### src/core/intc_pkg.sv
// Constants shared by the two-level interrupt controller and its helpers.
// Assumes a single clock domain and a 32-bit AXI4-Lite register bus.
//
// Summary of operation
// The normal request to the core is the OR of all 32 normal enabled-status bits.
// A normal enabled-status bit other than bit 1 is set only while its source signals and is enabled.
// There is no priority encoder or vector; software reads the status registers.
// Each raw-signal bit follows its source line regardless of the enable mask.
// A normal mask bit at one lets the source request, at zero it masks the source.
// Writing the normal mask only sets bits; zeros written there change nothing.
// Each one written to the normal clear register clears that normal mask bit.
// A fast path with raw, enable, clear and status registers works like the normal one.
// The OR of all fast status bits is the fast request and also source bit 0 of both paths.
// Writing a one to a fast mask bit clears the same normal mask bit.
// Writing a one to a normal mask bit clears the same fast mask bit.
// A source may be disabled in both masks at once.
// Software control bit 1 drives bit 1 of normal raw and status, unmaskable.
// Software control bit 2 drives bit 1 of fast raw and status, unmaskable.
// Writes to read-only registers are ignored and all masks clear at reset.
`default_nettype none

package intc_pkg;

  localparam int unsigned DATA_W = 32;
  localparam int unsigned ADDR_W = 32;

  localparam logic [31:0] OFS_NORMAL_STATUS = 32'hFFFF0000;
  localparam logic [31:0] OFS_NORMAL_RAW = 32'hFFFF0004;
  localparam logic [31:0] OFS_NORMAL_MASK = 32'hFFFF0008;
  localparam logic [31:0] OFS_NORMAL_CLEAR = 32'hFFFF000C;
  localparam logic [31:0] OFS_SOFT_CTRL = 32'hFFFF0010;
  localparam logic [31:0] OFS_FAST_STATUS = 32'hFFFF0100;
  localparam logic [31:0] OFS_FAST_RAW = 32'hFFFF0104;
  localparam logic [31:0] OFS_FAST_MASK = 32'hFFFF0108;
  localparam logic [31:0] OFS_FAST_CLEAR = 32'hFFFF010C;
  localparam logic [31:0] OFS_EVENT_STATUS = 32'hFFFF0200;
  localparam logic [31:0] OFS_EVENT_MASK = 32'hFFFF0204;

  localparam logic [31:0] RST_MASK = 32'h00000000;
  localparam logic [31:0] RST_SOFT_CTRL = 32'h00000000;
  localparam logic [31:0] RST_STATUS = 32'h00000000;
  localparam logic [1:0] RST_EVENT = 2'h0;

  localparam int unsigned FAST_SRC_BIT = 0;
  localparam int unsigned SOFT_SRC_BIT = 1;
  localparam int unsigned SOFT_NORMAL_BIT = 1;
  localparam int unsigned SOFT_FAST_BIT = 2;
  localparam logic [31:0] SOFT_CTRL_USED = 32'h00000006;

  localparam int unsigned EVT_NORMAL_BIT = 0;
  localparam int unsigned EVT_FAST_BIT = 1;
  localparam int unsigned EVT_W = 2;

  localparam logic [1:0] RESP_OKAY = 2'h0;
  localparam logic [1:0] RESP_SLVERR = 2'h2;

endpackage

`default_nettype wire

### src/core/request_path.sv
// One interrupt level: raw capture, enabled status and the request line.
// Assumes source lines and masks come from logic on aclk.
`default_nettype none

module request_path #(
  parameter int unsigned WIDTH = 32
) (
  input wire logic aclk,
  input wire logic aresetn,
  input wire logic ce,
  input wire logic [WIDTH-1:0] src_lines,
  input wire logic [WIDTH-1:0] enable_mask,
  input wire logic [WIDTH-1:0] force_mask,
  output logic [WIDTH-1:0] raw_q,
  output logic [WIDTH-1:0] status_q,
  output logic request_q
);

  logic [WIDTH-1:0] status_d;

  // Unmaskable bits bypass the mask so software sources always reach status
  assign status_d = src_lines & (enable_mask | force_mask); // see R2 see R5

  always_ff @(posedge aclk) begin
    if (!aresetn) begin
      raw_q <= '0;
    end else if (ce) begin
      raw_q <= src_lines;
    end
  end

  always_ff @(posedge aclk) begin
    if (!aresetn) begin
      status_q <= '0;
      request_q <= 1'b0;
    end else if (ce) begin
      status_q <= status_d;
      request_q <= |status_d; // see R1
    end
  end

endmodule

`default_nettype wire

### src/core/event_flags.sv
// Sticky event flags with write-one-to-clear, a mask and one level interrupt.
// Assumes events are single-cycle pulses on aclk.
`default_nettype none

module event_flags #(
  parameter int unsigned WIDTH = 2
) (
  input wire logic aclk,
  input wire logic aresetn,
  input wire logic ce,
  input wire logic [WIDTH-1:0] event_pulse,
  input wire logic status_clear_en,
  input wire logic mask_write_en,
  input wire logic [WIDTH-1:0] write_bits,
  output logic [WIDTH-1:0] status_q,
  output logic [WIDTH-1:0] mask_q,
  output logic irq
);

  always_ff @(posedge aclk) begin
    if (!aresetn) begin
      status_q <= '0;
    end else if (ce) begin
      // A new event in the clearing cycle survives the clear
      status_q <= (status_q & ~(status_clear_en ? write_bits : '0)) | event_pulse;
    end
  end

  always_ff @(posedge aclk) begin
    if (!aresetn) begin
      mask_q <= '0;
    end else if (ce && mask_write_en) begin
      mask_q <= write_bits;
    end
  end

  assign irq = |(status_q & mask_q);

endmodule

`default_nettype wire

### src/core/dual_level_interrupt_controller.sv
// Two-level interrupt controller with an AXI4-Lite register slave.
// Assumes peripheral lines are synchronous to aclk; reset is synchronous.
`default_nettype none

module dual_level_interrupt_controller #(
  parameter int unsigned WIDTH = 32
) (
  input wire logic aclk,
  input wire logic aresetn,
  input wire logic ce,
  input wire logic [intc_pkg::ADDR_W-1:0] s_axi_awaddr,
  input wire logic [2:0] s_axi_awprot,
  input wire logic s_axi_awvalid,
  output logic s_axi_awready,
  input wire logic [intc_pkg::DATA_W-1:0] s_axi_wdata,
  input wire logic [3:0] s_axi_wstrb,
  input wire logic s_axi_wvalid,
  output logic s_axi_wready,
  output logic [1:0] s_axi_bresp,
  output logic s_axi_bvalid,
  input wire logic s_axi_bready,
  input wire logic [intc_pkg::ADDR_W-1:0] s_axi_araddr,
  input wire logic [2:0] s_axi_arprot,
  input wire logic s_axi_arvalid,
  output logic s_axi_arready,
  output logic [intc_pkg::DATA_W-1:0] s_axi_rdata,
  output logic [1:0] s_axi_rresp,
  output logic s_axi_rvalid,
  input wire logic s_axi_rready,
  input wire logic [WIDTH-1:0] src_lines,
  output logic normal_request,
  output logic fast_request,
  output logic irq
);

  typedef enum logic [3:0] {
    REG_NONE,
    REG_NORMAL_STATUS,
    REG_NORMAL_RAW,
    REG_NORMAL_MASK,
    REG_NORMAL_CLEAR,
    REG_SOFT_CTRL,
    REG_FAST_STATUS,
    REG_FAST_RAW,
    REG_FAST_MASK,
    REG_FAST_CLEAR,
    REG_EVENT_STATUS,
    REG_EVENT_MASK
  } reg_sel_e;

  // Full word-aligned decode; byte offset bits are ignored
  function automatic reg_sel_e decode(input logic [intc_pkg::ADDR_W-1:0] addr);
    logic [intc_pkg::ADDR_W-1:0] a;
    a = {addr[intc_pkg::ADDR_W-1:2], 2'b00};
    case (a)
      intc_pkg::OFS_NORMAL_STATUS: decode = REG_NORMAL_STATUS;
      intc_pkg::OFS_NORMAL_RAW: decode = REG_NORMAL_RAW;
      intc_pkg::OFS_NORMAL_MASK: decode = REG_NORMAL_MASK;
      intc_pkg::OFS_NORMAL_CLEAR: decode = REG_NORMAL_CLEAR;
      intc_pkg::OFS_SOFT_CTRL: decode = REG_SOFT_CTRL;
      intc_pkg::OFS_FAST_STATUS: decode = REG_FAST_STATUS;
      intc_pkg::OFS_FAST_RAW: decode = REG_FAST_RAW;
      intc_pkg::OFS_FAST_MASK: decode = REG_FAST_MASK;
      intc_pkg::OFS_FAST_CLEAR: decode = REG_FAST_CLEAR;
      intc_pkg::OFS_EVENT_STATUS: decode = REG_EVENT_STATUS;
      intc_pkg::OFS_EVENT_MASK: decode = REG_EVENT_MASK;
      default: decode = REG_NONE;
    endcase
  endfunction

  function automatic logic [intc_pkg::DATA_W-1:0] strobe_bits(input logic [3:0] strb);
    strobe_bits = {{8{strb[3]}}, {8{strb[2]}}, {8{strb[1]}}, {8{strb[0]}}};
  endfunction

  // Write channel capture
  logic aw_have_q;
  logic [intc_pkg::ADDR_W-1:0] aw_addr_q;
  logic w_have_q;
  logic [intc_pkg::DATA_W-1:0] w_data_q;
  logic [3:0] w_strb_q;
  logic bvalid_q;
  logic [1:0] bresp_q;
  logic write_fire;
  reg_sel_e wsel;
  logic [intc_pkg::DATA_W-1:0] wbits;

  // Read channel
  logic rvalid_q;
  logic [1:0] rresp_q;
  logic [intc_pkg::DATA_W-1:0] rdata_q;
  logic [intc_pkg::DATA_W-1:0] rdata_d;
  reg_sel_e rsel;

  // Controller state
  logic [WIDTH-1:0] normal_mask_q;
  logic [WIDTH-1:0] normal_mask_d;
  logic [WIDTH-1:0] fast_mask_q;
  logic [WIDTH-1:0] fast_mask_d;
  logic [intc_pkg::DATA_W-1:0] soft_ctrl_q;
  logic [WIDTH-1:0] normal_src;
  logic [WIDTH-1:0] fast_src;
  logic [WIDTH-1:0] normal_force;
  logic [WIDTH-1:0] fast_force;
  logic [WIDTH-1:0] normal_raw;
  logic [WIDTH-1:0] normal_status;
  logic [WIDTH-1:0] fast_raw;
  logic [WIDTH-1:0] fast_status;
  logic normal_req_q;
  logic fast_req_q;
  logic normal_req_prev_q;
  logic fast_req_prev_q;
  logic [intc_pkg::EVT_W-1:0] event_pulse;
  logic [intc_pkg::EVT_W-1:0] event_status;
  logic [intc_pkg::EVT_W-1:0] event_mask;

  assign s_axi_awready = !aw_have_q;
  assign s_axi_wready = !w_have_q;
  assign s_axi_bvalid = bvalid_q;
  assign s_axi_bresp = bresp_q;
  assign s_axi_arready = !rvalid_q;
  assign s_axi_rvalid = rvalid_q;
  assign s_axi_rresp = rresp_q;
  assign s_axi_rdata = rdata_q;

  // Address and data may arrive in either order; each is held until both exist
  always_ff @(posedge aclk) begin
    if (!aresetn) begin
      aw_have_q <= 1'b0;
      aw_addr_q <= '0;
    end else if (ce) begin
      if (s_axi_awvalid && s_axi_awready) begin
        aw_have_q <= 1'b1;
        aw_addr_q <= s_axi_awaddr;
      end else if (write_fire) begin
        aw_have_q <= 1'b0;
      end
    end
  end

  always_ff @(posedge aclk) begin
    if (!aresetn) begin
      w_have_q <= 1'b0;
      w_data_q <= '0;
      w_strb_q <= 4'h0;
    end else if (ce) begin
      if (s_axi_wvalid && s_axi_wready) begin
        w_have_q <= 1'b1;
        w_data_q <= s_axi_wdata;
        w_strb_q <= s_axi_wstrb;
      end else if (write_fire) begin
        w_have_q <= 1'b0;
      end
    end
  end

  // Only one response outstanding, so the commit waits for bvalid to drain
  assign write_fire = aw_have_q && w_have_q && !bvalid_q;
  assign wsel = decode(aw_addr_q);
  assign wbits = w_data_q & strobe_bits(w_strb_q);

  always_ff @(posedge aclk) begin
    if (!aresetn) begin
      bvalid_q <= 1'b0;
      bresp_q <= intc_pkg::RESP_OKAY;
    end else if (ce) begin
      if (write_fire) begin
        bvalid_q <= 1'b1;
        bresp_q <= (wsel == REG_NONE) ? intc_pkg::RESP_SLVERR : intc_pkg::RESP_OKAY;
      end else if (s_axi_bready) begin
        bvalid_q <= 1'b0;
      end
    end
  end

  // Mask update: enable writes only set, clear writes only clear; each path's
  // enable write also removes the same source from the other path
  always_comb begin
    normal_mask_d = normal_mask_q;
    fast_mask_d = fast_mask_q;
    if (write_fire) begin
      case (wsel)
        REG_NORMAL_MASK: begin
          normal_mask_d = normal_mask_q | wbits[WIDTH-1:0]; // see R5
          fast_mask_d = fast_mask_q & ~wbits[WIDTH-1:0];
        end
        REG_NORMAL_CLEAR: begin
          normal_mask_d = normal_mask_q & ~wbits[WIDTH-1:0]; // see R7
        end
        REG_FAST_MASK: begin
          fast_mask_d = fast_mask_q | wbits[WIDTH-1:0];
          normal_mask_d = normal_mask_q & ~wbits[WIDTH-1:0];
        end
        REG_FAST_CLEAR: begin
          fast_mask_d = fast_mask_q & ~wbits[WIDTH-1:0]; // see R8
        end
        default: begin
          // Normal and fast status and raw registers are read-only; the write is dropped
          normal_mask_d = normal_mask_q;
        end
      endcase
    end
  end

  always_ff @(posedge aclk) begin
    if (!aresetn) begin
      normal_mask_q <= intc_pkg::RST_MASK[WIDTH-1:0];
      fast_mask_q <= intc_pkg::RST_MASK[WIDTH-1:0];
    end else if (ce) begin
      normal_mask_q <= normal_mask_d;
      fast_mask_q <= fast_mask_d;
    end
  end

  always_ff @(posedge aclk) begin
    if (!aresetn) begin
      soft_ctrl_q <= intc_pkg::RST_SOFT_CTRL;
    end else if (ce && write_fire && wsel == REG_SOFT_CTRL) begin
      soft_ctrl_q <= (soft_ctrl_q & ~strobe_bits(w_strb_q))
                   | (wbits & intc_pkg::SOFT_CTRL_USED);
    end
  end

  // Source assembly; bits 0 and 1 of the lines are replaced by internal sources.
  // The fast request feeds back through a register, which breaks the loop.
  always_comb begin
    normal_src = src_lines;
    fast_src = src_lines;
    normal_force = '0;
    fast_force = '0;
    normal_src[intc_pkg::FAST_SRC_BIT] = fast_req_q;
    fast_src[intc_pkg::FAST_SRC_BIT] = fast_req_q;
    normal_src[intc_pkg::SOFT_SRC_BIT] = soft_ctrl_q[intc_pkg::SOFT_NORMAL_BIT];
    fast_src[intc_pkg::SOFT_SRC_BIT] = soft_ctrl_q[intc_pkg::SOFT_FAST_BIT];
    normal_force[intc_pkg::SOFT_SRC_BIT] = 1'b1;
    fast_force[intc_pkg::SOFT_SRC_BIT] = 1'b1;
  end

  request_path #(
    .WIDTH(WIDTH)
  ) u_normal (
    .aclk(aclk),
    .aresetn(aresetn),
    .ce(ce),
    .src_lines(normal_src),
    .enable_mask(normal_mask_q),
    .force_mask(normal_force),
    .raw_q(normal_raw),
    .status_q(normal_status),
    .request_q(normal_req_q)
  );

  request_path #(
    .WIDTH(WIDTH)
  ) u_fast (
    .aclk(aclk),
    .aresetn(aresetn),
    .ce(ce),
    .src_lines(fast_src),
    .enable_mask(fast_mask_q),
    .force_mask(fast_force),
    .raw_q(fast_raw),
    .status_q(fast_status),
    .request_q(fast_req_q)
  );

  assign normal_request = normal_req_q;
  assign fast_request = fast_req_q;

  // Rising edges of each request are recorded as events
  always_ff @(posedge aclk) begin
    if (!aresetn) begin
      normal_req_prev_q <= 1'b0;
      fast_req_prev_q <= 1'b0;
    end else if (ce) begin
      normal_req_prev_q <= normal_req_q;
      fast_req_prev_q <= fast_req_q;
    end
  end

  always_comb begin
    event_pulse = intc_pkg::RST_EVENT;
    event_pulse[intc_pkg::EVT_NORMAL_BIT] = normal_req_q && !normal_req_prev_q;
    event_pulse[intc_pkg::EVT_FAST_BIT] = fast_req_q && !fast_req_prev_q;
  end

  event_flags #(
    .WIDTH(intc_pkg::EVT_W)
  ) u_events (
    .aclk(aclk),
    .aresetn(aresetn),
    .ce(ce),
    .event_pulse(event_pulse),
    .status_clear_en(write_fire && wsel == REG_EVENT_STATUS),
    .mask_write_en(write_fire && wsel == REG_EVENT_MASK),
    .write_bits(wbits[intc_pkg::EVT_W-1:0]),
    .status_q(event_status),
    .mask_q(event_mask),
    .irq(irq)
  );

  // Read data; clear registers read as zero
  assign rsel = decode(s_axi_araddr);

  always_comb begin
    rdata_d = '0;
    case (rsel)
      REG_NORMAL_STATUS: rdata_d[WIDTH-1:0] = normal_status; // see R2
      REG_NORMAL_RAW: rdata_d[WIDTH-1:0] = normal_raw;
      REG_NORMAL_MASK: rdata_d[WIDTH-1:0] = normal_mask_q;
      REG_SOFT_CTRL: rdata_d = soft_ctrl_q;
      REG_FAST_STATUS: rdata_d[WIDTH-1:0] = fast_status;
      REG_FAST_RAW: rdata_d[WIDTH-1:0] = fast_raw;
      REG_FAST_MASK: rdata_d[WIDTH-1:0] = fast_mask_q;
      REG_EVENT_STATUS: rdata_d[intc_pkg::EVT_W-1:0] = event_status;
      REG_EVENT_MASK: rdata_d[intc_pkg::EVT_W-1:0] = event_mask;
      default: rdata_d = '0;
    endcase
  end

  always_ff @(posedge aclk) begin
    if (!aresetn) begin
      rvalid_q <= 1'b0;
      rresp_q <= intc_pkg::RESP_OKAY;
      rdata_q <= '0;
    end else if (ce) begin
      if (s_axi_arvalid && s_axi_arready) begin
        rvalid_q <= 1'b1;
        rdata_q <= rdata_d;
        rresp_q <= (rsel == REG_NONE) ? intc_pkg::RESP_SLVERR : intc_pkg::RESP_OKAY;
      end else if (s_axi_rready) begin
        rvalid_q <= 1'b0;
      end
    end
  end

endmodule

`default_nettype wire

### config.mk
export PLATFORM = sky130hd
export DESIGN_NAME = dual_level_interrupt_controller
export DESIGN_NICKNAME = d
export VERILOG_FILES = /design/src/core/intc_pkg.sv /design/src/core/request_path.sv /design/src/core/event_flags.sv /design/src/core/dual_level_interrupt_controller.sv
export SDC_FILE = /design/constraint.sdc
export NUM_CORES = 1
export LEC_CHECK = 0
export ABC_AREA = 1
export BUFFER_PORTS_ARGS = -buffer_cell sky130_fd_sc_hd__buf_2
export CORE_MARGIN = 5
export CORE_UTILIZATION = 63
export CTS_BUF_LIST = sky130_fd_sc_hd__clkbuf_8 sky130_fd_sc_hd__clkbuf_16
export CTS_CLUSTER_DIAMETER = 100
export DETAILED_ROUTE_END_ITERATION = 6
export PLACE_DENSITY_LB_ADDON = 0.08
export SYNTH_ARGS = -nofsm -noshare
export SYNTH_HDL_FRONTEND = slang
export SYNTH_SLANG_ARGS = --single-unit
### constraint.sdc
create_clock -name aclk -period 3.7 [get_ports aclk]
set_input_delay 0 -clock aclk [delete_from_list [all_inputs] [get_ports aclk]]
set_output_delay 0 -clock aclk [all_outputs]
set_load 0.03 [all_outputs]
* Word level (Yosys, flattened, before mapping)
Cells that the tools add are included.
** Storage, ports and cells
- Bits in registers :: 340
- Word-level logic and storage cells :: 133
- Output and inout bits :: 44
- Input port bits :: 146
** Cells by class
- Muxes and demuxes :: 16
- Reductions and logical operators :: 41
- Bitwise logic cells :: 15
- Eq/ne operators :: 38
** Operators by type and width (count)
- $eq 30x30->1 const B :: 22
- $pmux 30 s7 :: 1
- $and 32x32->32 :: 6
- $pmux 32 s2 :: 2
- $pmux 4 s11 :: 2
- $not 32->32 :: 2
- $or 32x32->32 :: 2
- $reduce_or 32->1 :: 2
- $or 32x3->32 :: 1
- $eq 4x4->1 const B :: 7
- $eq 4x3->1 const B :: 5
- $pmux 2 s9 :: 1
- $reduce_and 2->1 :: 8
- $eq 4x2->1 const B :: 3
- $logic_and 1x1->1 :: 12
- $reduce_bool 2->1 :: 6
- $logic_not 4->1 :: 2
- $mux 1 :: 7
- $logic_not 1->1 :: 6
- $mux 2 :: 3
- $reduce_and 3->1 :: 2
- $reduce_or 2->1 :: 3
- $and 2x2->2 :: 2
- $eq 4x1->1 const B :: 1
- 2 further kinds :: 2

* Depth between registers and ports, before layout
Gate-level depths: netlist (run 1).
- Word-level depth :: 8
- Mapped depth :: 15
- Gate-level depth less buffers :: 13

* Hierarchy
From an unflattened synthesis (run 1), not the netlist that was laid out.
** Unflattened totals
- Cells, all modules :: 2369
- Area, all modules :: 16198.0 µm²
** Modules (own cells, without submodules)
- dual_level_interrupt_controller :: instances 1, cells an instance 1713, seq. area each 4043.9 µm², area each 11038.1 µm²
- request_path :: instances 2, cells an instance 317, seq. area each 1301.2 µm², area each 2494.9 µm²
- event_flags :: instances 1, cells an instance 22, seq. area each 80.1 µm², area each 170.2 µm²

* Worst setup path after synthesis (run 1)
Ideal clock, no wire load.
- Path type :: reg2reg
- From :: reg rvalid_q, in the netlist s_axi_rvalid
- To :: reg rdata_q, in the netlist s_axi_rdata[9]
- Path buffers :: 1
- Data arrival time :: 1.485 ns
- Clock period less this slack :: 1.615 ns
- Stages on the path, launching flop included :: 7
- Setup slack :: 2.085 ns
- Library setup time :: 0.131 ns
- Required time :: 3.569 ns
- Cells stage by stage :: dfxtp_1 > inv_1 > nand3_1 > clkinv_1 > buf_1 > nand2_1 > a21oi_2
** On the way
- Cells in the longest elaborated chain, start to end :: 3
** RTL lines
- start, declared :: RTL line dual_level_interrupt_controller.sv:88 : logic rvalid_q;
- start signal, assigned :: RTL line dual_level_interrupt_controller.sv:322 : rvalid_q <= 1'b0;
- start signal, assigned :: RTL line dual_level_interrupt_controller.sv:327 : rvalid_q <= 1'b1;
- start signal, assigned :: RTL line dual_level_interrupt_controller.sv:331 : rvalid_q <= 1'b0;
- $logic_not 1->1 :: RTL line dual_level_interrupt_controller.sv:120 : assign s_axi_arready = !rvalid_q;
- net s_axi_arready :: RTL line dual_level_interrupt_controller.sv:25 : output logic s_axi_arready,
- $logic_and 1x1->1 :: RTL line dual_level_interrupt_controller.sv:326 : if (s_axi_arvalid && s_axi_arready) begin
- $reduce_and 2->1 (no line)
- end signal, assigned :: RTL line dual_level_interrupt_controller.sv:328 : rdata_q <= rdata_d;
- end, declared :: RTL line dual_level_interrupt_controller.sv:90 : logic [intc_pkg::DATA_W-1:0] rdata_q;
The timed path passes the listed nets, and every way through them passes these cells.
A chain may end at the register's enable or synchronous reset.

==> results of run 1 <==
critical path, cell delays in order (launching register included):
cell and delay (ps):
dfxtp_1 310, inv_1 60, nand2_1 60, nor2_1 40
nand2_1 200, inv_1 130, nand3b_4 110, nand3_2 730
nand4_1 420, clkinv_1 120, nand2_1 70, a21oi_1 90
power groups by stage:
| stage | registers (mW) | clock network, mW | logic, mW |
|---|---|---|---|
| after floorplan | 3.48 | 0 | 0.318 |
| after CTS | 3.44 | 3.00 | 0.555 |
| after global routing | 3.46 | 3.15 | 0.641 |
| after detailed placement | 3.51 | 0 | 0.471 |
| final | 3.45 | 2.99 | 0.581 |
| after global placement | 3.51 | 0 | 0.459 |
layer usage:
layer	share of wire, %	routed length (µm)
met2	45	20300
met3	11	5030
met1	40	18300
met5	0	0
met4	3.6	1640
final timing paths:
kind               endpoint
max               flip-flop
min            s_axi_rvalid
max reg2reg       flip-flop
min reg2reg  soft_ctrl_q[6]
stage by stage:
step	hold WS, ps	power, mW
after global placement	250	3.97
after floorplan	135	3.80
final	16.8	7.01
after CTS	3.59	6.99
after global routing	52.0	7.25
after detailed placement	256	3.98
final cells by class:
cell class,count,area share (%)
Clock buffer,42,5.42
Clock inverter,8,0.234
Inverter,204,4.49
Multi-Input combinational cell,1499,40.3
Sequential cell,302,35.4
Tap cell,285,2.09
Timing Repair Buffer,295,12.1
layout by cell type (no fill, tap or decap), types with 2 or more instances in the layout:
cell	netlist	routed
buf_12	0	2
o21ai_1	9	8
buf_2	45	173
and2_2	1	2
a211oi_1	31	31
nand2_2	5	5
buf_4	10	18
nor2_4	4	6
inv_2	9	9
nand3_2	2	2
nor2_2	12	11
nor3_1	6	6
o21ai_0	174	174
nor2_1	234	233
clkbuf_8	0	11
dlygate4sd3_1	0	102
inv_1	149	155
dfxtp_1	302	302
nor4_1	4	4
nand4_1	90	90
conb_1	1	2
clkinv_1	46	45
a21oi_2	9	9
and3_1	17	17
clkbuf_16	0	31
nand3_1	156	156
a21oi_1	193	193
nand2_1	544	544
cells by family (layout without fill, tap and decap cells):
kind of cell,Yosys count,count (layout),share of synthesized area (%)
DFF,302,302,41.9
and+or+nand+nor,1079,1079,32.2
other,1,2,0.0260
buffers and inverters,355,549,10.6
AOI/OAI and AO/OA,418,418,15.3
==> run_results.csv, run 1 <==
group,metric,value,unit
status,outcome,"completed",
cts,cts-resized-gates,0,
worst_setup_path,ff2ff_path_depth,11,
timing,min_period,2540,ps
timing,finalSetupViolations,0,
power,powerDensity,410,nW/µm²
timing,period_share,68.6,%
die,rows,55,
synth,synth_common_cells,"nand2_1 (544), dfxtp_1 (302), nor2_1 (234)",
timing,fin_worst_skew,16.8,ps
routing,firstDrtPassIters,6,
grt,grt_overflow,0,
cts,clock_path_buffers,3,
grt,grt_max_degree,102,
die,die_h,161,µm
timing,worst_pin_slew,1230,ps
worst_setup_path,critPathRequiredTime,4110,ps
job,max_cap_viol_count,0,
synth,avgSynthCellArea,6.70,µm²
cts,postCtsHoldBufs,102,
grt,grt-busiest-layer,"met2",
worst_setup_path,regToRegStartpoint,"aw_addr_q[15]",
die,die_width,161,µm
cts,root_buffer,"clkbuf_16",
final_layout,area_delta_synth_final,18.5,%
grt,grt_pass1_vias,14400,
final_layout,fin_area,17100,µm²
cts,clk_latency,570,ps
power,p_leak,7.31,nW
power,p_comb_share,8.3,%
placement,place.gp.congestion,0.914,
worst_hold_path,hold_start,"s_axi_arvalid",
synth,netlist_instances,2155,
power,seqPwrFrac,49.1,%
routing,wl_per_cell,17.2,µm
placement,io_buffers,175,
placement,post_dp_cell_area,15100,µm²
power,clkPwrFrac,42.6,%
synth,yosysMostFrequentCell,"nand2_1",
worst_setup_path,cp.arrival,2940,ps
synth,synth-seq-cells,302,
worst_setup_path,worstSetupStartpointType,"flip-flop",
timing,hold_violations,0,
timing,fin_tns_setup,0,ps
routing,postRouteAntennaNets,0,
synth,synth.area.top_cells,"dfxtp_1 (42%), nand2_1 (14%), a21oi_1 (6.7%)",
grt,grt_usage,33.6,%
grt,grt_use_met1,44.4,%
final_layout,diodes,0,
grt,gr-usage-met3,7.43,%
die,coreArea,22600,µm²
power,p_switching,1.70,mW
power,p_sw_share,24.3,%
timing,rsz0062_at_grt,"false",
cts,cts_buffers,31,
timing,finalMaxSlewViolations,0,
worst_setup_path,critical_path_class,"reg -> reg",
worst_setup_path,worstSetupStartpoint,"aw_addr_q[15]",
final_layout,regArea,6050,µm²
synth,syn_area,14400,µm²
grt,met2_usage,54.1,%
routing,wl,45.3,mm
die,start_util,63.9,%
final_layout,finish.utilization,75.7,%
worst_setup_path,cp-end-kind,"flip-flop",
synth,yosys_warnings,0,
die,die-area,26000,µm²
final_layout,fillerInstances,1805,
routing,dr.first_iter.drc_count,1621,
final_layout,stdcell_count,2635,
synth,ys_types,33,
synth,synthArstFlopShare,0,%
power,vdd_drop_max,0.373,mV
routing,dr_total_vias,15300,
cts,cts_max_level,1,
placement,place_ws,1190,ps
placement,dp_cells,2483,
synth,ys_seq_area_share,41.9,%
final_layout,layout-drive-gt1-share,12.1,%
final_layout,layout.nets,2479,
placement,dp_hpwl,26.4,mm
cts,tritoncts,"done",
synth,synth.largest_area_cell,"dfxtp_1",
cts,clk_pin_slew,60,ps
synth,synth_ff_type,"dfxtp_1",
worst_hold_path,hold_path.class,"in -> reg",
synth,synth_edf_count,0,
grt,grt_antenna_before_repair,0,
power,p_int,5.31,mW
die,pin_count,190,
timing,max_freq,394,MHz
cts,cts_sinks,302,
cts,post_cts.repair.setup_buffers,0,
worst_hold_path,worstHoldPathCells,4,
routing,avgViaCountPerCell,5.80,
worst_setup_path,crit_fanout,32,
final_layout,multi_input_area,6900,µm²
routing,drc,0,
timing,fin_ws,1160,ps
synth,synth_top_area_share,41.9,%
grt,grt_pass1_wl,72.6,mm
timing,slew_headroom,17.5,%
worst_setup_path,reg2reg_slack,1160,ps
Power figures use the tool's default switching activity.
==> inputs of run 2 (changes only) <==
- CORE_UTILIZATION: 63 -> 53
- clock period: 3.7 -> 2.05 ns (I/O delays scaled with it)
==> run 2 against run 1 <==
Net effect:
- final cell count is 4.1% higher
- clock skew grew 4.8 ps
- combinational power rose by 91%
==> run_results.csv, run 2 (synthesis gave the netlist of run 1 again) <==
group,metric,value,unit
final_layout,layout_common_cells,"nand2_1 (544), dfxtp_1 (302), nor2_1 (232)",
routing,avgViaCountPerCell,5.46,
worst_setup_path,critPathRequiredTime,2470,ps
final_layout,layout-drive-gt1-share,13.2,%
die,coreArea,26900,µm²
cts,cts_buffers,34,
cts,cts_sinks,302,
timing,fin_ws,181,ps
placement,place_ws,147,ps
routing,firstDrtPassIters,6,
grt,grt_usage,28.4,%
timing,min_period,1870,ps
cts,tritoncts,"done",
timing,max_freq,535,MHz
worst_setup_path,crit_fanout,32,
die,pin_count,190,
timing,period_share,91.2,%
final_layout,regArea,6050,µm²
power,vdd_drop_max,0.553,mV
cts,post_cts.repair.setup_buffers,0,
placement,dp_hpwl,28.3,mm
final_layout,layout_commonest_cell,"nand2_1",
power,p_leak,7.66,nW
die,rows,60,
worst_setup_path,cp.arrival,2290,ps
final_layout,multi_input_area,6890,µm²
worst_setup_path,critical_path_class,"reg -> reg",
worst_hold_path,hold_path.class,"in -> reg",
timing,rsz0062_at_grt,"false",
placement,place.gp.congestion,0.877,
power,powerDensity,731,nW/µm²
job,max_cap_viol_count,0,
timing,slew_headroom,48.0,%
routing,wl_per_cell,16.3,µm
routing,dr_total_vias,15000,
final_layout,layout.nets,2525,
die,start_util,53.7,%
grt,grt_max_degree,95,
final_layout,fillerInstances,2411,
routing,postRouteAntennaNets,0,
worst_setup_path,worstSetupStartpointType,"flip-flop",
cts,root_buffer,"clkbuf_16",
timing,fin_worst_skew,21.6,ps
cts,clock_path_buffers,3,
timing,fin_tns_setup,0,ps
die,die_width,175,µm
grt,grt_overflow,0,
routing,drc,0,
worst_setup_path,cp-end-kind,"flip-flop",
grt,grt_pass1_wl,71.8,mm
final_layout,area_delta_synth_final,23.6,%
die,die_h,175,µm
routing,dr.first_iter.drc_count,1482,
timing,finalMaxSlewViolations,0,
cts,clk_latency,510,ps
timing,finalSetupViolations,0,
final_layout,finish.utilization,66.3,%
status,outcome,"completed",
final_layout,diodes,0,
routing,wl,44.7,mm
timing,worst_pin_slew,780,ps
cts,clk_pin_slew,60,ps
grt,grt_antenna_before_repair,0,
grt,grt_pass1_vias,13900,
timing,hold_violations,0,
die,die-area,30600,µm²
cts,cts_max_level,2,
placement,io_buffers,175,
[run 2: final timing paths]
| path | startpoint | to | slack, ps | cells after the start |
|---|---|---|---|---|
| worst min-delay path | s_axi_awvalid | aw_addr_q[4] | 100 | 4 |
| worst max-delay path | aw_addr_q[5] | flip-flop | 180 | 12 |
| worst max register to register | aw_addr_q[5] | flip-flop | 180 | 12 |
| worst min register to register | soft_ctrl_q[11] | soft_ctrl_q[11] | 440 | 2 |
[run 2: layout make-up]
| class | count | area share (%) |
|---|---|---|
| multi-input cells | 1499 | 38.6 |
| flip-flops and latches | 302 | 33.9 |
| repair buffers | 338 | 14.9 |
| clock buffers | 39 | 5.22 |
| inverters | 204 | 4.31 |
| well taps | 341 | 2.39 |
| clock inverters | 20 | 0.632 |
[run 2: routing by layer]
| layer | up-vias | part of all wire, % | track usage [%] |
|---|---|---|---|
| li1 | 7465 | - | - |
| met1 | 6782 | 46 | 40.6 |
| met2 | 662 | 44 | 45.4 |
| met3 | 65 | 8.6 | 3.83 |
| met4 | 0 | 1.9 | 7.33 |
| met5 | - | 0 | 0 |
[run 2: what timing repair did]
| item | in CTS | in global routing |
|---|---|---|
| hold buffers | 114 | 0 |
| gates resized for setup | 0 | 2 |
| endpoints found under the hold margin | 173 | 0 |
| endpoints found under the setup margin | 0 | 14 |
[run 2: metrics by stage]
step	hold WS (ps)	cell area [µm²]	std cells	total power [mW]
CTS	69.4	17800	2743	13.1
detailed placement	256	15600	2570	7.23
floorplan	135	14400	2156	6.86
global placement	248	15600	2570	7.20
finish	98.2	17800	2743	13.0
global route	148	17800	2743	13.5
[run 2: critical path, stage by stage, from the launching register on]
cell	delay (ps)
dfxtp_1	290
inv_1	100
nand2_1	110
nor2_2	150
nand2_1	100
nor2_2	170
nand2_2	80
nand3_2	100
buf_12	230
nand4_1	150
clkinv_1	80
nand2_1	50
a21oi_1	150
[run 2: report_power, final]
group          switching (mW)  internal [mW]  leakage, nW
clock network            2.39           3.35        0.567
logic                   0.650          0.455         4.63
registers               0.123           6.07         2.46
total                    3.16           9.88         7.66
